`src/include/custom_logic_consts.vh`:
```
// constants shared by the custom logic block files
`ifndef CUSTOM_LOGIC_CONSTS_VH
`define CUSTOM_LOGIC_CONSTS_VH

// ----------------------------------------------------------------
// input source select codes
// ----------------------------------------------------------------
`define INSEL_OFF       4'h0
`define INSEL_FEEDBACK  4'h1
`define INSEL_LINK      4'h2
`define INSEL_EVENT_A   4'h3
`define INSEL_EVENT_B   4'h4
`define INSEL_PIN       4'h5
`define INSEL_COMP      4'h6
`define INSEL_ZCROSS    4'h7
`define INSEL_USART     4'h8
`define INSEL_SPI       4'h9
`define INSEL_TIMER_A   4'hA
`define INSEL_TIMER_B   4'hB
`define INSEL_TIMER_D   4'hC

// ----------------------------------------------------------------
// output filter select codes
// ----------------------------------------------------------------
`define FILT_OFF        2'h0
`define FILT_SYNC       2'h1
`define FILT_FILTER     2'h2

// ----------------------------------------------------------------
// unit clock source codes
// ----------------------------------------------------------------
`define UNIT_CLOCK_SOURCE_PERIPH   1'h0
`define UNIT_CLOCK_SOURCE_PIN2     1'h1

// ----------------------------------------------------------------
// sequencer function select codes
// ----------------------------------------------------------------
`define SEQ_OFF         4'h0
`define SEQ_DFF         4'h1
`define SEQ_JK          4'h2
`define SEQ_DLATCH      4'h3
`define SEQ_RS          4'h4

// ----------------------------------------------------------------
// output change event modes
// ----------------------------------------------------------------
`define INT_NONE        2'h0
`define INT_RISE        2'h1
`define INT_FALL        2'h2
`define INT_BOTH        2'h3

// ----------------------------------------------------------------
// reset values
// ----------------------------------------------------------------
`define RESET_TRUTH     8'h00
`define RESET_INSEL     4'h0

`endif

```
`src/logic/unit_output_stage.v`:
```
// synchronizer, glitch filter and rising-edge detector of one unit
`timescale 1ns/1ps
`default_nettype none
`include "custom_logic_consts.vh"

module unit_output_stage (
  // clock and reset
  input  wire       clk,
  input  wire       resetn,
  // control
  input  wire       tick,
  input  wire       unitOn,
  input  wire [1:0] filterMode,
  input  wire       edgeOn,
  // data
  input  wire       lutIn,
  output wire       stageOut
);

  reg  [2:0] shift_q;
  reg        held_q;
  reg        prevOut_q;
  wire       filtered;

  // ----------------------------------------------------------------
  // filter shift chain
  // ----------------------------------------------------------------
  always @(posedge clk or negedge resetn) begin
    if (!resetn) begin
      shift_q   <= 3'h0;
      held_q    <= 1'b0;
      prevOut_q <= 1'b0;
    end else if (!unitOn) begin
      shift_q   <= 3'h0;
      held_q    <= 1'b0;
      prevOut_q <= 1'b0;
    end else if (tick) begin
      shift_q <= {shift_q[1:0], lutIn};
      if (shift_q[0] == shift_q[1] && shift_q[1] == shift_q[2]) begin
        held_q <= shift_q[2];
      end
      prevOut_q <= filtered;
    end
  end

  // off is combinational, sync is two edges
  assign filtered = (filterMode == `FILT_SYNC)   ? shift_q[1] :
                    (filterMode == `FILT_FILTER) ? held_q :
                    lutIn;

  assign stageOut = edgeOn ? (filtered & ~prevOut_q) : filtered;

endmodule
`default_nettype wire

```
`src/logic/pair_sequencer.v`:
```
// sequencer fed by the even and odd unit of one pair
`timescale 1ns/1ps
`default_nettype none
`include "custom_logic_consts.vh"

module pair_sequencer (
  // clock and reset
  input  wire       clk,
  input  wire       resetn,
  // control
  input  wire       tick,
  input  wire       clear,
  input  wire [3:0] funcSel,
  // data
  input  wire       evenIn,
  input  wire       oddIn,
  output wire       seqOut
);

  reg state_q;
  reg state_d;

  always @* begin
    state_d = state_q;
    case (funcSel)
      `SEQ_DFF: begin
        if (oddIn) state_d = evenIn;
      end
      `SEQ_JK: begin
        case ({evenIn, oddIn})
          2'b01:   state_d = 1'b0;
          2'b10:   state_d = 1'b1;
          2'b11:   state_d = ~state_q;
          default: state_d = state_q;
        endcase
      end
      default: state_d = state_q;
    endcase
  end

  always @(posedge clk or negedge resetn) begin
    if (!resetn) begin
      state_q <= 1'b0;
    end else if (clear) begin
      state_q <= 1'b0;
    end else if (funcSel == `SEQ_DLATCH) begin
      // latches follow on every cycle, not only on unit ticks
      if (oddIn) state_q <= evenIn;
    end else if (funcSel == `SEQ_RS) begin
      if (evenIn && !oddIn) state_q <= 1'b1;
      else if (oddIn && !evenIn) state_q <= 1'b0;
    end else if (tick) begin
      state_q <= state_d;
    end
  end

  assign seqOut = state_q;

endmodule
`default_nettype wire

```
`src/logic/custom_logic_block.v`:
```
// four-unit programmable lookup logic with pair sequencers
`timescale 1ns/1ps
`default_nettype none
`include "custom_logic_consts.vh"

module custom_logic_block (
  // clock and reset
  input  wire        clk,
  input  wire        resetn,
  // main control
  input  wire        mainWrite,
  input  wire        mainEnable,
  // unit control write, selected by unitSel
  input  wire        ctrlWrite,
  input  wire [1:0]  unitSel,
  input  wire        unitEnable,
  input  wire [1:0]  outputFilterSelect,
  input  wire        edgeDetectEnable,
  input  wire        unitClockSource,
  input  wire [1:0]  interruptMode,
  input  wire [3:0]  input0SourceSelect,
  input  wire [3:0]  input1SourceSelect,
  input  wire [3:0]  input2SourceSelect,
  // truth table write, selected by unitSel
  input  wire        truthWrite,
  input  wire [7:0]  truthTableBits,
  // sequencer control write
  input  wire        seqWrite,
  input  wire        sequencer_function_select,
  input  wire [3:0]  sequencerFunctionSelect,
  // unit pins, events and peripheral outputs
  input  wire [11:0] unitInputPins,
  input  wire [3:0]  eventInputA,
  input  wire [3:0]  eventInputB,
  input  wire        analogComparatorOut,
  input  wire        zeroCrossDetectorOut,
  input  wire        usart0Tx,
  input  wire        usart1Tx,
  input  wire        spiMosi,
  input  wire        spiSck,
  input  wire [2:0]  timerA0Wave,
  input  wire [2:0]  timerBWave,
  input  wire [2:0]  timerD0Wave,
  // outputs
  output wire [3:0]  unitOutputPin,
  output wire [1:0]  sequencerOut,
  output reg  [3:0]  unitChangeEvent,
  output wire        interruptRequest,
  // status
  output wire        globalEnabled,
  output wire [3:0]  unitEnabled
);

  // ----------------------------------------------------------------
  // configuration state
  // ----------------------------------------------------------------
  reg        globalEn_q;
  reg [3:0]  enable_q;
  reg [7:0]  filter_q;
  reg [3:0]  edge_q;
  reg [3:0]  unit_clock_source_q;
  reg [7:0]  intMode_q;
  reg [15:0] input0_source_select_q;
  reg [15:0] input1_source_select_q;
  reg [15:0] input2_source_select_q;
  reg [31:0] truth_q;
  reg [7:0]  seqFunc_q;

  // ----------------------------------------------------------------
  // helpers
  // ----------------------------------------------------------------
  function evenOff;
    input [1:0] unit;
    input [3:0] en;
    begin
      evenOff = ~en[{unit[1], 1'b0}];
    end
  endfunction

  function pickSource;
    input [3:0]  code;
    input [12:0] src;
    begin
      if (code > `INSEL_TIMER_D) pickSource = 1'b0;
      else pickSource = src[code];
    end
  endfunction

  // ----------------------------------------------------------------
  // configuration writes
  // ----------------------------------------------------------------
  always @(posedge clk or negedge resetn) begin
    if (!resetn) begin
      globalEn_q <= 1'b0;
      enable_q   <= 4'h0;
      filter_q   <= 8'h00;
      edge_q     <= 4'h0;
      unit_clock_source_q   <= 4'h0;
      intMode_q  <= 8'h00;
      input0_source_select_q   <= 16'h0000;
      input1_source_select_q   <= 16'h0000;
      input2_source_select_q   <= 16'h0000;
      truth_q    <= 32'h00000000;
      seqFunc_q  <= 8'h00;
    end else begin
      if (mainWrite) globalEn_q <= mainEnable;
      if (ctrlWrite) begin
        enable_q[unitSel] <= unitEnable;
        intMode_q[2*unitSel +: 2] <= interruptMode;
        if (evenOff(unitSel, enable_q)) begin
          filter_q[2*unitSel +: 2] <= outputFilterSelect;
          edge_q[unitSel]          <= edgeDetectEnable;
          unit_clock_source_q[unitSel]        <= unitClockSource;
          input0_source_select_q[4*unitSel +: 4] <= input0SourceSelect;
          input1_source_select_q[4*unitSel +: 4] <= input1SourceSelect;
          input2_source_select_q[4*unitSel +: 4] <= input2SourceSelect;
        end
      end
      if (truthWrite && evenOff(unitSel, enable_q)) begin
        truth_q[8*unitSel +: 8] <= truthTableBits;
      end
      if (seqWrite && !enable_q[{sequencer_function_select, 1'b0}]) begin
        seqFunc_q[4*sequencer_function_select +: 4] <= sequencerFunctionSelect;
      end
    end
  end

  // ----------------------------------------------------------------
  // pin synchronizers
  // ----------------------------------------------------------------
  reg [11:0] pinMeta_q;
  reg [11:0] pinSync_q;
  reg [3:0]  pin2Prev_q;

  always @(posedge clk or negedge resetn) begin
    if (!resetn) begin
      pinMeta_q  <= 12'h000;
      pinSync_q  <= 12'h000;
      pin2Prev_q <= 4'h0;
    end else begin
      pinMeta_q  <= unitInputPins;
      pinSync_q  <= pinMeta_q;
      pin2Prev_q <= {pinSync_q[11], pinSync_q[8], pinSync_q[5], pinSync_q[2]};
    end
  end

  // ----------------------------------------------------------------
  // per-unit datapath
  // ----------------------------------------------------------------
  wire [3:0] unitOn;
  wire [3:0] unitTick;
  wire [3:0] stageOut;
  wire [3:0] unitOut;
  wire [1:0] seqQ;
  reg  [3:0] linkOut_q;

  genvar n;
  generate
    for (n = 0; n < 4; n = n + 1) begin : unitGen
      wire [12:0] src0;
      wire [12:0] src1;
      wire [12:0] src2;
      wire [2:0]  truthIndex;
      wire        pin2;
      wire        fb;
      wire        link;
      wire        lutVal;

      assign fb   = seqQ[n / 2];
      // next unit link, registered to keep the ring free of loops
      assign link = linkOut_q[(n + 1) % 4];
      assign pin2 = pinSync_q[3*n + 2];

      // source vectors indexed by select code
      assign src0 = {timerD0Wave[0], timerBWave[0], timerA0Wave[0], spiMosi, usart0Tx,
                     1'b0, analogComparatorOut, pinSync_q[3*n],
                     eventInputB[n], eventInputA[n], link, fb, 1'b0};
      assign src1 = {timerD0Wave[1], timerBWave[1], timerA0Wave[1], spiMosi, usart1Tx,
                     zeroCrossDetectorOut, analogComparatorOut, pinSync_q[3*n + 1],
                     eventInputB[n], eventInputA[n], link, fb, 1'b0};
      assign src2 = {timerD0Wave[2], timerBWave[2], timerA0Wave[2], spiSck, usart1Tx,
                     1'b0, analogComparatorOut, pin2,
                     eventInputB[n], eventInputA[n], link, fb, 1'b0};

      // input 2 reads low when it clocks the unit
      assign truthIndex = {
        (unit_clock_source_q[n] == `UNIT_CLOCK_SOURCE_PIN2) ? 1'b0 : pickSource(input2_source_select_q[4*n +: 4], src2),
        pickSource(input1_source_select_q[4*n +: 4], src1),
        pickSource(input0_source_select_q[4*n +: 4], src0)};

      assign lutVal = truth_q[8*n + truthIndex];

      assign unitOn[n] = globalEn_q & enable_q[n];

      // unit clock from pin 2 rising edge
      assign unitTick[n] = (unit_clock_source_q[n] == `UNIT_CLOCK_SOURCE_PIN2) ? (pin2 & ~pin2Prev_q[n]) : 1'b1;

      unit_output_stage stage (
        .clk        (clk),
        .resetn     (resetn),
        .tick       (unitTick[n]),
        .unitOn     (unitOn[n]),
        .filterMode (filter_q[2*n +: 2]),
        .edgeOn     (edge_q[n]),
        .lutIn      (lutVal),
        .stageOut   (stageOut[n])
      );
    end
  endgenerate

  // ----------------------------------------------------------------
  // sequencers
  // ----------------------------------------------------------------
  generate
    for (n = 0; n < 2; n = n + 1) begin : seqGen
      // pair sequencer on even unit clock
      pair_sequencer seq (
        .clk     (clk),
        .resetn  (resetn),
        .tick    (unitTick[2*n]),
        .clear   (~unitOn[2*n]),
        .funcSel (seqFunc_q[4*n +: 4]),
        .evenIn  (stageOut[2*n]),
        .oddIn   (stageOut[2*n + 1]),
        .seqOut  (seqQ[n])
      );
    end
  endgenerate

  // gate outputs; an active sequencer takes over its even unit output
  assign unitOut[0] = unitOn[0] & ((seqFunc_q[3:0] != `SEQ_OFF) ? seqQ[0] : stageOut[0]);
  assign unitOut[1] = unitOn[1] & stageOut[1];
  assign unitOut[2] = unitOn[2] & ((seqFunc_q[7:4] != `SEQ_OFF) ? seqQ[1] : stageOut[2]);
  assign unitOut[3] = unitOn[3] & stageOut[3];

  assign unitOutputPin = unitOut;
  assign sequencerOut  = seqQ;

  // ----------------------------------------------------------------
  // output change events
  // ----------------------------------------------------------------
  reg [3:0] change_d;
  integer   k;

  always @* begin
    change_d = 4'h0;
    for (k = 0; k < 4; k = k + 1) begin
      case (intMode_q[2*k +: 2])
        `INT_RISE: change_d[k] = unitOut[k] & ~linkOut_q[k];
        `INT_FALL: change_d[k] = ~unitOut[k] & linkOut_q[k];
        `INT_BOTH: change_d[k] = unitOut[k] ^ linkOut_q[k];
        default:   change_d[k] = 1'b0;
      endcase
    end
  end

  always @(posedge clk or negedge resetn) begin
    if (!resetn) begin
      linkOut_q       <= 4'h0;
      unitChangeEvent <= 4'h0;
    end else begin
      linkOut_q       <= unitOut;
      unitChangeEvent <= change_d;
    end
  end

  assign interruptRequest = |unitChangeEvent;

  assign globalEnabled = globalEn_q;
  assign unitEnabled   = enable_q;

endmodule
`default_nettype wire

```
`config.mk`:
```
export PLATFORM = sky130hd
export DESIGN_NAME = custom_logic_block
export DESIGN_NICKNAME = d
export VERILOG_FILES = /design/src/logic/unit_output_stage.v /design/src/logic/pair_sequencer.v /design/src/logic/custom_logic_block.v
export VERILOG_INCLUDE_DIRS = /design/src /design/src/include
export SDC_FILE = /design/constraint.sdc
export NUM_CORES = 1
export LEC_CHECK = 0
export ABC_AREA = 1
export BUFFER_PORTS_ARGS = -buffer_cell sky130_fd_sc_hd__buf_2
export CAP_MARGIN = 20
export CORE_MARGIN = 2
export CORE_UTILIZATION = 35
export CTS_CLUSTER_SIZE = 28
export DETAILED_ROUTE_END_ITERATION = 8
export HOLD_SLACK_MARGIN = 0.03
export SYNTH_ARGS = -nofsm -noshare
export SYNTH_HDL_FRONTEND = slang
export SYNTH_SLANG_ARGS = --single-unit
```
`constraint.sdc`:
```
create_clock -name clk -period 3 [get_ports clk]
set_input_delay 0 -clock clk [delete_from_list [all_inputs] [get_ports clk]]
set_output_delay 0 -clock clk [all_outputs]
set_load 0.02 [all_outputs]
```
# [Word level (Yosys, flattened, before mapping)]
# Cells that the tools add are included.
[totals] regBits=175 in_bits=76 output_inout_bits=16 wordCells=343
[op_classes] add_sub_neg=7 magnitude_cmp=32 n_eq_ne=58 n_shift=11 muxes=132 bitwise_logic=47 n_reduce_logical=26
[ops] op="4-bit by 34-bit indexed part select with 16-bit output" n=3
[ops] op="1-bit 2-to-1 mux" n=89
[ops] op="3-bit negation with 34-bit output" n=2
[ops] op="2-bit by 34-bit indexed part select with 8-bit output" n=2
[ops] op="4-bit by 5-bit < comparator with 1-bit output, second input constant" n=12
[ops] op="1-bit binary-select mux with 4-bit select" n=12
[ops] op="16-bit bitwise mux" n=3
[ops] op="4-bit > comparator, second input constant" n=12
[ops] op="4-bit negation with 34-bit output" n=1
[ops] op="5-bit negation with 34-bit output" n=1
[ops] op="2-bit by 34-bit variable shift with 8-bit output, first input constant" n=1
[ops] op="4-bit by 34-bit variable shift with 16-bit output, first input constant" n=1
[ops] op="4-bit by 34-bit variable shift with 8-bit output, first input constant" n=1
[ops] op="8-bit by 34-bit variable shift with 32-bit output, first input constant" n=1
[ops] op="4-bit by 34-bit indexed part select with 8-bit output" n=1
[ops] op="8-bit by 34-bit indexed part select with 32-bit output" n=1
[ops] op="32-bit bitwise mux" n=1
[ops] op="2-bit == test, second input constant" n=16
[ops] op="1-bit bitwise AND" n=24
[ops] op="8-bit bitwise mux" n=3
[ops] op="3-bit 2-to-1 mux" n=8
[ops] op="2-bit by 1-bit == test with 1-bit output, second input constant" n=10
[ops] op="1-bit inverter" n=19
[ops] op="1-bit one-hot mux with 3 select lines" n=6
[ops] op="other kinds (29)" n=83

# [Longest topological paths before layout]
# Gate-level depths: netlist of run 1.
[logic_depth] word_depth=18 depth_mapped=24 mapped_depth_nobuf=23

# [Hierarchy]
# A second synthesis of run 1 with hierarchy kept.
[hier_totals] hier_cells=1211 hier_area_um2=9345.2
[by_module_without_submodules] module="custom_logic_block" n_inst=1 cells_per_inst=1009 area_per_inst_um2=7981.4 seq_area_each_um2=3828.7
[by_module_without_submodules] module="unit_output_stage" n_inst=4 cells_per_inst=38 area_per_inst_um2=274.0 seq_area_each_um2=125.1
[by_module_without_submodules] module="pair_sequencer" n_inst=2 cells_per_inst=25 area_per_inst_um2=133.9 seq_area_each_um2=25.0

# [Worst setup path after synthesis of run 1]
# Ideal clock, no wire load.
[synth_path] path_type="reg2reg" startpoint="register input0_source_select_q[8]" endpoint="register unitChangeEvent[2]" setup_ns=0.065 arrival_time_ns=2.404 t_required_ns=2.935 slack_ns=0.531 stages_incl_launch_ff=22 n_path_buf=1 period_less_slack_ns=2.469 path_cell_list="dfrtp_1 buf_6 nor2_2 nand2_1 nand2_1 inv_1 nand3_1 nand2_2 nand2_2 nand2_1 nand3_1 nand3_1 nand3_2 nand3_2 nand2_1 nand2_1 nor2_1 inv_1 ha_1 a21oi_1 o21ai_0 nand2_1"
[synth_via] elab_chain_len=15 word_cells_on_any_way=18 classes_between="1 x add/sub; 1 x order compare; 10 x mux; 6 x bitwise"
[synth_lines] element="start, declared" line_no="custom_logic_block.v:63" source="reg [15:0] input0_source_select_q;"
[synth_lines] element="start signal, assigned by index" line_no="custom_logic_block.v:114" source="input0_source_select_q[4*unitSel +: 4] <= input0SourceSelect;"
[synth_lines] element="1-bit binary-select mux with 4-bit select" line_no="custom_logic_block.v:85" source="else pickSource = src[code];"
[synth_lines] element="1-bit 2-to-1 mux (implied by the code)" line_no="custom_logic_block.v:85"
[synth_lines] element="1-bit 2-to-1 mux *" line_no="custom_logic_block.v:84" source="if (code > `INSEL_TIMER_D) pickSource = 1'b0;"
[synth_lines] element="5-bit by 3-bit adder with 6-bit output *" line_no="custom_logic_block.v:191" source="assign lutVal = truth_q[8*n + truthIndex];"
[synth_lines] element="1-bit binary-select mux with 5-bit select *" line_no="custom_logic_block.v:191"
[synth_lines] element="1-bit 2-to-1 mux (implied by the code) *" line_no="custom_logic_block.v:191"
[synth_lines] element="1-bit 2-to-1 mux *" line_no="unit_output_stage.v:48" source="(filterMode == `FILT_FILTER) ? held_q :"
[synth_lines] element="1-bit 2-to-1 mux *" line_no="unit_output_stage.v:47" source="assign filtered = (filterMode == `FILT_SYNC) ? shift_q[1] :"
[synth_lines] element="1-bit bitwise AND" line_no="unit_output_stage.v:51" source="assign stageOut = edgeOn ? (filtered & ~prevOut_q) : filtered;"
[synth_lines] element="1-bit 2-to-1 mux *" line_no="unit_output_stage.v:51"
[synth_lines] element="1-bit 2-to-1 mux *" line_no="custom_logic_block.v:233" source="assign unitOut[2] = unitOn[2] & ((seqFunc_q[7:4] != `SEQ_OFF) ? seqQ[1] : stageOut[2]);"
[synth_lines] element="1-bit bitwise AND *" line_no="custom_logic_block.v:233"
[synth_lines] element="via unitOutputPin[2]" line_no="custom_logic_block.v:45" source="output wire [3:0] unitOutputPin,"
[synth_lines] element="1-bit inverter" line_no="custom_logic_block.v:250" source="`INT_FALL: change_d[k] = ~unitOut[k] & linkOut_q[k];"
[synth_lines] element="1-bit bitwise AND" line_no="custom_logic_block.v:250"
[synth_lines] element="1-bit one-hot mux with 3 select lines *" line_no="custom_logic_block.v:248" source="case (intMode_q[2*k +: 2])"
[synth_lines] element="via change_d[2]" line_no="custom_logic_block.v:242" source="reg [3:0] change_d;"
[synth_lines] element="end signal, assigned" line_no="custom_logic_block.v:263" source="unitChangeEvent <= change_d;"
[synth_lines] element="end, declared" line_no="custom_logic_block.v:47" source="output reg [3:0] unitChangeEvent,"
# Mark *: on every way through the listed nets, which the timed path passes. The rest lies on a longest branch. The select of a mux whose other input is x is not followed.
# A chain may end at the register's enable or synchronous reset.

# [Worst setup path in the final report of run 1]
[layout_path] startpoint="register input2_source_select_q[4]" endpoint="register seqGen[0].seq.state_q"
[layout_via] elab_chain_len=18 word_cells_on_any_way=29 classes_between="1 x add/sub; 1 x order compare; 5 x eq/ne; 17 x mux; 1 x bitwise; 4 x reduce/logical"
[layout_lines] element="start, declared" line_no="custom_logic_block.v:65" source="reg [15:0] input2_source_select_q;"
[layout_lines] element="start signal, assigned by index" line_no="custom_logic_block.v:116" source="input2_source_select_q[4*unitSel +: 4] <= input2SourceSelect;"
[layout_lines] element="1-bit binary-select mux with 4-bit select" line_no="custom_logic_block.v:85"
[layout_lines] element="1-bit 2-to-1 mux (implied by the code)" line_no="custom_logic_block.v:85"
[layout_lines] element="1-bit 2-to-1 mux *" line_no="custom_logic_block.v:84"
[layout_lines] element="1-bit 2-to-1 mux *" line_no="custom_logic_block.v:187" source="(unit_clock_source_q[n] == `UNIT_CLOCK_SOURCE_PIN2) ? 1'b0 : pickSource(input2_source_select_q[4*n +: 4], src2 ..."
[layout_lines] element="4-bit by 3-bit adder with 5-bit output *" line_no="custom_logic_block.v:191"
[layout_lines] element="1-bit binary-select mux with 5-bit select *" line_no="custom_logic_block.v:191"
[layout_lines] element="1-bit 2-to-1 mux (implied by the code) *" line_no="custom_logic_block.v:191"
[layout_lines] element="1-bit 2-to-1 mux *" line_no="unit_output_stage.v:48"
[layout_lines] element="(+2 left out)"
[layout_lines] element="1-bit 2-to-1 mux *" line_no="unit_output_stage.v:51"
[layout_lines] element="2-bit == test / 2-bit by 1-bit == test with 1-bit output (equally long branches)" line_no="pair_sequencer.v:30" source="case ({evenIn, oddIn})"
[layout_lines] element="1-bit one-hot mux with 3 select lines" line_no="pair_sequencer.v:30"
[layout_lines] element="1-bit one-hot mux with 2 select lines" line_no="pair_sequencer.v:25" source="case (funcSel)"
[layout_lines] element="1-bit 2-to-1 mux" line_no="pair_sequencer.v:52" source="end else if (tick) begin"
[layout_lines] element="1-bit 2-to-1 mux" line_no="pair_sequencer.v:49" source="end else if (funcSel == `SEQ_RS) begin"
[layout_lines] element="1-bit 2-to-1 mux" line_no="pair_sequencer.v:46" source="end else if (funcSel == `SEQ_DLATCH) begin"
[layout_lines] element="1-bit 2-to-1 mux" line_no="pair_sequencer.v:44" source="end else if (clear) begin"
[layout_lines] element="end signal, assigned" line_no="pair_sequencer.v:48" source="if (oddIn) state_q <= evenIn;"
[layout_lines] element="end signal, assigned" line_no="pair_sequencer.v:53" source="state_q <= state_d;"
[layout_lines] element="end, declared" line_no="pair_sequencer.v:20" source="reg state_q;"
# Every way passes the cells marked *; elsewhere a longest branch is shown, timed or not. The select of a mux whose other input is x is not followed.

==> results.toml, run 1 <==
[run_status]
status = "finished clean"

[floorplanning]
die_h_um = 167
rows = 59
io_pins = 92
fp.dieArea_um2 = 27800
die_w_um = 167
core_area_um2 = 26100
start_util_pct = 35.6

[job]
max-cap-violations = 0

[yosys]
synth-simple-area-share_pct = 26.5
syn_nets = 1288
ys_types = 38
synthAdderAreaFrac_pct = 2.56
ys_seq_area_share_pct = 47.2
synth_top_family_by_area = "simple AND/OR/NAND/NOR gates"
syn-instance-count = 1193
synth_mux_area_share_pct = 0.121
ys_warn_count = 0
avgSynthCellArea_um2 = 7.77
synthXorXnorAreaFrac_pct = 0.189
synth_area_um2 = 9270
synth_compound_area_share_pct = 13.9
ys_seq_elements = 175

[cells_and_area]
mostFrequentLayoutCell = "nand2_1"
drive_gt1_share_pct = 13.8
fill_cells = 2580
finalNonFillerCells = 1694
antennaDiodeCount = 0
multi_input_area_um2 = 4020
seqCellArea_um2 = 4390
design_area_um2 = 11300
final_util_pct = 43.5
nets = 1441
layout_common_cells = "nand2_1 (252), inv_1 (182), nand3_1 (178)"
areaGrowthSynthToFinish_pct = 22.3

[worst_setup_path]
reg2reg_from = "input2_source_select_q[4]"
cp_max_fo = 7
cp.arrival_ns = 3.23
path_class = "flip-flop to flip-flop"
crit_required_ns = 3.37
r2r_end = "seqGen[0].seq.seqOut"
reg2reg_slack_ns = 0.14
start_kind = "flip-flop"
crit_path_end_kind = "flip-flop"
ff2ff_path_depth = 18

[grt]
grt-ovfl-total = 0
grt_pass1_wl_mm = 46.6
grt_max_degree = 90
grt_use_total_pct = 21.6
antenna_found_initial = 0
grt_pass1_vias = 8469

[clocking]
clk_transition_reported_paths_ns = 0.07
clk_latency_ns = 0.45
clk_path_buf_depth = 2
ctsHtreeMaxLevel = 4
cts_tree = "yes"
cts_made_buffers = 17
cts-root-buf = "clkbuf_16"
cts.sinks = 175

[route]
drc_errors = 0
avgViaCountPerCell = 5.20
postRouteAntennaNets = 0
vias = 8812
wl_per_cell_um = 17.7
dr.pass1.iters = 5
drt-total-wl_mm = 30.0
drt_iter0_drc = 688

[place]
dpl-instance-area_um2 = 10200
io_buffers = 91
dp.cells = 1607
gp_congestion = 0.962
place_hpwl_mm = 22.4

[timing]
finalSetupViolations = 0
rsz0062_at_grt = "yes"
slew_violations = 0
clock.fmax_mhz = 350
fin_skew_ns = 0.0179
period_minus_slack_ns = 2.86
finalCritPeriodShare_pct = 95.2
tightest_slew_ns = 0.878
finalHoldViolations = 0
max-slew-margin-rel_pct = 41.5

[worst_hold_path]
min_path_cells = 4
holdCritPathClass = "input pin to flip-flop"
min_to = "seqFunc_q[1]"
hold_start = "sequencer_function_select"

[power_and_ir_drop]
cellPowerDensity_nw_per_um2 = 634
p_leak_nw = 5.67
vdd_ir_drop_max_mv = 0.418
## worst max-delay path by stage
stage	start	endpoint	slack (ns)
5_1_grt	seqGen[0].seq.seqOut	seqGen[0].seq.seqOut	-0.08
3_5_place_dp	seqGen[0].seq.seqOut	seqGen[0].seq.seqOut	0.06
4_1_cts	seqGen[0].seq.seqOut	seqGen[0].seq.seqOut	0.02
3_3_place_gp	seqGen[0].seq.seqOut	seqGen[0].seq.seqOut	0.06
2_1_floorplan	input0_source_select_q[8]	unitChangeEvent[2]	0.53
6_report	input2_source_select_q[4]	seqGen[0].seq.seqOut	0.14
## cell usage after synthesis (all sizes together)
cell,count,area share (%)
nand2,260,11
inv,192,7.8
nand3,188,11
dfrtp,175,47
o21ai,138,7.4
nor2,47,1.9
a21oi,32,1.7
o22ai,32,2.2
nand4,21,1.4
clkbuf,19,0.77
ha,19,2.6
buf,13,1.0
o211ai,13,1.1
a31oi,9,0.61
nand3b,7,0.57
nor3,6,0.32
o31ai,4,0.32
and2,3,0.20
or2,3,0.20
a41oi,2,0.19
nor4,2,0.13
xnor2,2,0.19
a21boi,1,0.081
a311oi,1,0.094
a32o,1,0.11
mux2,1,0.12
o41ai,1,0.094
or4,1,0.081
## sequential cells by signal, summed over array words and instances, names as in the netlist
name                     count
filter_q                     8
pinSync_q                   12
input2_source_select_q      16
unitGen.stage.held_q         4
linkOut_q                    4
pin2Prev_q                   4
edge_q                       4
globalEnabled                1
seqGen.seq.seqOut            2
truth_q                     32
unitChangeEvent              4
input1_source_select_q      16
unitGen.stage.shift_q       12
unit_clock_source_q          4
intMode_q                    8
unitGen.stage.prevOut_q      4
unitEnabled                  4
pinMeta_q                   12
seqFunc_q                    8
input0_source_select_q      16
## per-stage QoR
stage                     total power (W)  worst slack, ns  hold slack (ns)  setup TNS, ns
after CTS                         0.00718           0.0170           0.0334              0
after floorplan                   0.00411            0.531           -0.296              0
after detailed placement          0.00475           0.0555            0.110              0
after global placement            0.00472           0.0577            0.109              0
after global routing              0.00758          -0.0768           0.0542        -0.0768
final                             0.00719            0.144           0.0377              0
## metal layers
layer	track usage [%]	share of wire, %	vias up
met3	3.94	5.7	52
met1	29.6	46	4197
met4	7.68	3.1	0
met2	34.4	46	299
met5	0	0	-
li1	-	-	4264
## final cells by class
type / count / area share, %
Timing Repair Buffer: 166 / 10.4
Multi-Input combinational cell: 794 / 35.5
Sequential cell: 175 / 38.7
Tap cell: 335 / 3.70
Inverter: 192 / 6.36
Clock inverter: 14 / 1.57
Clock buffer: 18 / 3.79
## cell families (layout without fill, tap and decap cells)
kind of cell             count (synthesis)  in the layout
XOR/XNOR                                 2              2
adder cells (fa/ha/maj)                 19             19
multiplexers                             1              1
AND/OR/NAND/NOR                        538            538
flip-flops                             175            175
AO/OA/AOI/OAI                          234            234
buffers and inverters                  224            390
## power by group
group          internal (W)  total (W)  leakage (nW)  switching, W
Combinational      0.000696    0.00193          3.10       0.00123
Clock               0.00132    0.00235         0.284       0.00103
Sequential          0.00264    0.00291          2.29      0.000269
## what timing repair did
item	CTS	global route
setup buffers	0	3
hold endpoints to repair	215	0
resized for setup	0	9
setup endpoints to repair	0	4
hold buffers	52	0
## worst max-delay path: stages, from the launching register on
cell and delay, ns:
dfrtp_1 0.47, inv_1 0.15, a21oi_1 0.16, o21ai_0 0.10
nand2_1 0.07, nand2_1 0.05, nand3_1 0.07, nand3b_1 0.13
nand3b_1 0.26, nand3_2 0.11, nand3_2 0.15, inv_2 0.11
ha_1 0.19, inv_1 0.04, o21ai_0 0.18, nand2_1 0.09
a311oi_1 0.29, nand2_1 0.09, nand2_1 0.07
(Power assumes the default switching activity.)
==> run 2, diff against run 1 <==
--- a/config.mk
+++ b/config.mk
@@ -9,6 +9,7 @@
 export ABC_AREA = 1
 export BUFFER_PORTS_ARGS = -buffer_cell sky130_fd_sc_hd__buf_2
 export CAP_MARGIN = 20
+export CORE_ASPECT_RATIO = 0.75
 export CORE_MARGIN = 2
 export CORE_UTILIZATION = 35
 export CTS_CLUSTER_SIZE = 28
==> run 2 against run 1 <==
  * Sequential cell count unchanged
  * Via count up 1.4%
  * Register-to-register slack better by 0.10 ns
  * Design area down 0.33%
  * Die area about the same
  * Cell count up 0.30%
  * Critical endpoint unchanged
  * Highest routed layer unchanged
==> results.toml, run 2 (synthesized netlist as in run 1, its figures left out) <==
[worst_setup_path]
cp_max_fo = 8
max_stage_delay_ns = 0.48
crit_path_end_kind = "flip-flop"
path_class = "flip-flop to flip-flop"
cp_cell_sequence = "inv_1, o211ai_1, nand3_1, nand3_2, nand2_1, nand2_1, nand3_1, nand3_1, nand3_1, nand3_2, inv_2, ha_1, nor4_1, o21ai_1, o41ai_2, a311oi_1, nand2_1, nand2_1"
crit_required_ns = 3.34
reg2reg_slack_ns = 0.25
cp.arrival_ns = 3.10
start_kind = "flip-flop"
worst_path_max_delay_cell = "dfrtp_1"

[cells_and_area]
fill_cells = 2534
nets = 1437
largest_reg_flops = 32
multi_input_area_um2 = 4020
antennaDiodeCount = 0
top_register = "truth_q"
areaGrowthSynthToFinish_pct = 21.9
mostFrequentLayoutCell = "nand2_1"
seqCellArea_um2 = 4380
layout_common_cells = "nand2_1 (252), inv_1 (182), nand3_1 (178)"
drive_gt1_share_pct = 13.4

[timing]
period_minus_slack_ns = 2.75
finalSetupViolations = 0
clock.fmax_mhz = 363
max-slew-margin-rel_pct = 49.6
tightest_slew_ns = 0.756
fin_skew_ns = 0.0146
fin_setup_tns_ns = 0
rsz0062_at_grt = "no"
slew_violations = 0
timing.final.ws_setup_ns = 0.246
finalHoldViolations = 0
finalCritPeriodShare_pct = 91.8

[grt]
grt-ovfl-total = 0
grt_use_total_pct = 22.2
grt_pass1_wl_mm = 46.9
grt_pass1_vias = 8282
antenna_found_initial = 0
grt_max_degree = 77

[floorplanning]
fp.dieArea_um2 = 27800
die_h_um = 145
die_w_um = 192
io_pins = 92
start_util_pct = 35.7
core_area_um2 = 26000
rows = 51

[route]
vias = 8935
drt-total-wl_mm = 29.8
dr_wl_met2_mm = 11.9
avgViaCountPerCell = 5.26
wl_per_cell_um = 17.5
wl_met3_mm = 2.58
drt_iter0_drc = 673
drc_errors = 0
postRouteAntennaNets = 0
topRoutingLayerUsed = "met4"
drt-met1-wl_mm = 14.8
dr.pass1.iters = 6

[power_and_ir_drop]
netSwitchingPower_w = 0.00262
pwr-share-clk_pct = 32.1
switching_share_pct = 37.2
p_leak_nw = 5.66
cellPowerDensity_nw_per_um2 = 624
pwr-share-seq_pct = 41.7
combPwrFrac_pct = 26.1
p_int_w = 0.00443
vdd_ir_drop_max_mv = 0.331

[worst_hold_path]
holdCritPathClass = "input pin to flip-flop"

[job]
max-cap-violations = 0

[clocking]
cts-root-buf = "clkbuf_16"
clk_latency_ns = 0.45
cts_tree = "yes"
cts_made_buffers = 17
ctsHtreeMaxLevel = 4
clk_transition_reported_paths_ns = 0.08
cts.sinks = 175
clk_path_buf_depth = 2

[place]
gp_congestion = 0.896
place_hpwl_mm = 22.6
place_ws_ns = 0.164
io_buffers = 91

[run_status]
status = "finished clean"
-- run 2: power by group through the flow --
stage               combinational [W]  sequential [W]  clock, W
floorplan                     0.00127         0.00284         0
global placement              0.00173         0.00297         0
detailed placement            0.00175         0.00297         0
CTS                           0.00182         0.00292   0.00230
global route                  0.00210         0.00297   0.00242
finish                        0.00184         0.00294   0.00227
-- run 2: routing by layer --
layer | global-route usage, % | up-vias
met5 | 0 | -
li1 | - | 4268
met2 | 29.7 | 379
met1 | 35.4 | 4246
met4 | 6.15 | 0
met3 | 4.31 | 42
-- run 2: stage by stage --
stage | cells | util (%) | hold WS (ns) | power [W] | area, um2
3_3_place_gp | 1615 | 39.1 | 0.102 | 0.00470 | 10200
5_1_grt | 1699 | 43.5 | 0.132 | 0.00749 | 11300
4_1_cts | 1698 | 43.4 | 0.0407 | 0.00705 | 11300
2_1_floorplan | 1193 | - | -0.296 | 0.00411 | 9270
3_5_place_dp | 1615 | 39.1 | 0.0950 | 0.00472 | 10200
6_report | 1699 | 43.5 | 0.0570 | 0.00705 | 11300
-- run 2: worst max-delay path, delay by kind of cell, from the launching register on --
family                   cells  cell delay (ns)
AND/OR/NAND/NOR             11             1.29
flip-flops                   1             0.48
AO/OA/AOI/OAI                4             0.46
buffers and inverters        2             0.21
adder cells (fa/ha/maj)      1             0.19
-- run 2: final timing paths --
check	start	to	cells past startpoint
setup / recovery	input0_source_select_q[0]	seqGen[0].seq.seqOut	18
hold / removal	sequencer_function_select	seqFunc_q[4]	5
setup reg to reg	input0_source_select_q[0]	seqGen[0].seq.seqOut	18
hold reg to reg	pinMeta_q[9]	pinSync_q[9]	0
max in group asynchronous	resetn	input1_source_select_q[12]	3
min in group asynchronous	resetn	unitGen[3].stage.shift_q[2]	2
-- run 2: layout make-up --
| type | instances | area share, % |
|---|---|---|
| Multi-Input combinational cell | 794 | 35.6 |
| Clock inverter | 15 | 1.64 |
| Sequential cell | 175 | 38.8 |
| Clock buffer | 17 | 3.76 |
| Timing Repair Buffer | 162 | 10.0 |
| Tap cell | 344 | 3.81 |
| Inverter | 192 | 6.38 |
-- run 2: what timing repair did --
item                                    in CTS  in global routing
endpoints found under the setup margin       0                  2
endpoints found under the hold margin      199                  0
hold buffers                                51                  0
buffers inserted                             0                  1
gates resized for setup                      0                  6
==> run 3, diff against run 2 <==
--- a/config.mk
+++ b/config.mk
@@ -6,7 +6,7 @@
 export SDC_FILE = /design/constraint.sdc
 export NUM_CORES = 1
 export LEC_CHECK = 0
-export ABC_AREA = 1
+export ABC_AREA = 0
 export BUFFER_PORTS_ARGS = -buffer_cell sky130_fd_sc_hd__buf_2
 export CAP_MARGIN = 20
 export CORE_ASPECT_RATIO = 0.75
==> run 3 against run 2 <==
  * The run now ends with setup timing left
  * Non-clock buffer count increased by 102
  * Die area decreased by 2.6%
  * Global-route usage is 1.0 points lower
  * Highest routed layer unchanged
  * Register-to-register slack worse by 0.87 ns
  * Cell count shrank 9.8%
  * Critical endpoint unchanged
==> results.toml, run 3 <==
[run_status]
status = "finished, violations left"
violations = "setup timing"

[timing]
slew_violations = 0
timing.final.ws_setup_ns = -0.624
finalHoldViolations = 0
clock.fmax_mhz = 276
finalSetupViolations = 11
finalCritPeriodShare_pct = 121
fin_skew_ns = 0.0153
period_minus_slack_ns = 3.62
max-slew-margin-rel_pct = 50.1
rsz0062_at_grt = "yes"
tightest_slew_ns = 0.748

[yosys]
avgSynthCellArea_um2 = 9.61
synth_area_um2 = 9030
synth_commonest_cells = "nand2_1 (238), dfrtp_1 (175), o21ai_0 (124), mux2i_1 (51), nor2_1 (43)"
synth_edf_count = 0
ys_warn_count = 0
async_reset_ff_share_pct = 100
syn_nets = 1035
ys_types = 69
yosys_most_used_dff = "dfrtp_1"
synth.top_cells.by_area = "dfrtp_1 (48%), nand2_1 (9.9%), o21ai_0 (6.9%), mux2i_1 (5.7%), mux4_2 (4.5%)"
syn-instance-count = 940
yosys.area.top_type = "dfrtp_1"
ys_seq_area_share_pct = 48.5
ys_seq_elements = 175
yosysMostFrequentCell = "nand2_1"
yosys.area.top_type_share_pct = 48.5

[cells_and_area]
fill_cells = 2343
mostFrequentLayoutCell = "nand2_1"
areaGrowthSynthToFinish_pct = 34.3
nets = 1276
largest_reg_flops = 32
design_area_um2 = 12100
drive_gt1_share_pct = 28.5
layout_common_cells = "nand2_1 (237), dfrtp_1 (174), o21ai_0 (115)"
finalNonFillerCells = 1532
seqCellArea_um2 = 4380
antennaDiodeCount = 0
top_register = "truth_q"
multi_input_area_um2 = 4640

[floorplanning]
core_area_um2 = 25100
fp.dieArea_um2 = 27100
io_pins = 92
rows = 50
die_h_um = 143
die_w_um = 189
start_util_pct = 35.9

[clocking]
clk_transition_reported_paths_ns = 0.08
ctsHtreeMaxLevel = 4
clk_latency_ns = 0.44
cts_made_buffers = 17
cts_tree = "yes"
clk_path_buf_depth = 2
cts-root-buf = "clkbuf_16"
cts.sinks = 175

[route]
postRouteAntennaNets = 0
drc_errors = 0
wl_per_cell_um = 18.1
avgViaCountPerCell = 5.11
drt-total-wl_mm = 27.7
vias = 7826
dr.pass1.iters = 5
drt_iter0_drc = 595

[worst_setup_path]
worst_path_max_delay_cell = "mux4_2"
cp.arrival_ns = 3.97
cp_top_family = "multiplexers"
cp_cell_sequence = "mux4_2, mux4_2, mux2i_1, mux2_4, o21ai_4, o21ai_2, a221oi_4, ha_2, nor2_1, nor3_1, nor2_1, o311ai_2, o21ai_1, a311oi_2"
crit_required_ns = 3.34
crit_buf_inv = 0
start_kind = "flip-flop"
path_class = "flip-flop to flip-flop"
max_stage_delay_ns = 0.54
crit_path_end_kind = "flip-flop"
cp_max_fo = 4

[worst_hold_path]
holdCritPathClass = "input pin to flip-flop"

[grt]
grt_pass1_wl_mm = 43.3
antenna_found_initial = 0
grt-ovfl-total = 0
grt_max_degree = 78
grt_pass1_vias = 7627
grt_use_total_pct = 21.2

[place]
dpl-instance-area_um2 = 10600
place_hpwl_mm = 19.9
io_buffers = 91
dp.cells = 1424
gp_congestion = 0.841

[power_and_ir_drop]
cellPowerDensity_nw_per_um2 = 595
vdd_ir_drop_max_mv = 0.416
p_leak_nw = 5.28

[job]
max-cap-violations = 0
==> run 3: path summary, 6_finish.rpt <==
kind,endpoint,depth (start not counted),slack (ns),start
worst max-delay path,seqGen[0].seq.seqOut,14,-0.62,input1_source_select_q[4]
worst min-delay path,seqFunc_q[4],3,0.09,seqWrite
worst max register to register,seqGen[0].seq.seqOut,14,-0.62,input1_source_select_q[4]
worst min register to register,pinSync_q[0],0,0.35,pinMeta_q[0]
max in group asynchronous,input0_source_select_q[7],3,2.08,resetn
min in group asynchronous,input1_source_select_q[11],2,0.19,resetn
==> run 3: where the power goes <==
part | leakage [nW] | total, W | switching, W | internal [W]
registers | 2.29 | 0.00292 | 0.000298 | 0.00262
clock network | 0.282 | 0.00226 | 0.00107 | 0.00119
logic | 2.70 | 0.00204 | 0.00101 | 0.00103
==> run 3: cell type report <==
cell class,count,share of cell area [%]
clock buffer,17,3.51
sequential,175,36.1
timing repair buffer,264,16.4
clock inverter,15,1.35
inverter,29,0.897
multi-input combinational,694,38.2
tap,338,3.49
==> run 3: per-layer routing <==
metal,track usage (%),part of all wire (%),up-vias
met5,0,0,-
met4,5.43,1.7,0
met3,4.20,6.1,28
met2,31.7,43,219
met1,31.2,49,3817
li1,-,-,3762
==> run 3: cell families after synthesis <==
group	after synthesis	synth area share, %
AO/OA/AOI/OAI	207	13.8
adder cells (fa/ha/maj)	19	2.63
buffers and inverters	71	3.30
flip-flops	175	48.5
multiplexers	97	13.7
AND/OR/NAND/NOR	371	18.1
==> run 3: worst reg2reg max path, stage by stage, from the launching register on <==
cell,delay [ns]
dfrtp_1,0.37
mux4_2,0.50
mux4_2,0.54
mux2i_1,0.15
mux2_4,0.28
o21ai_4,0.17
o21ai_2,0.10
a221oi_4,0.30
ha_2,0.24
nor2_1,0.04
nor3_1,0.16
nor2_1,0.07
o311ai_2,0.28
o21ai_1,0.11
a311oi_2,0.23
==> run 3: what timing repair did <==
| action | 4_1_cts | 5_1_grt |
|---|---|---|
| endpoints found under the setup margin | 12 | 13 |
| setup buffers | 20 | 9 |
| pin swaps | 17 | 11 |
| cloned | 0 | 0 |
| endpoints found under the hold margin | 204 | 0 |
| hold buffers | 51 | 0 |
| resized for setup | 47 | 20 |
==> run 3: through the flow <==
step / setup slack [ns] / TNS [ns] / total power, W / hold WS, ns / utilization [%]
CTS: -0.655 / -3.79 / 0.00712 / 0.0522 / 47.6
finish: -0.624 / -3.71 / 0.00721 / 0.0855 / 48.2
global placement: -0.619 / -2.03 / 0.00459 / 0.103 / 42.0
detailed placement: -0.651 / -2.51 / 0.00462 / 0.0936 / 42.0
global route: -0.825 / -5.64 / 0.00759 / 0.0769 / 48.2
floorplan: -0.506 / -0.768 / 0.00387 / -0.296 / -
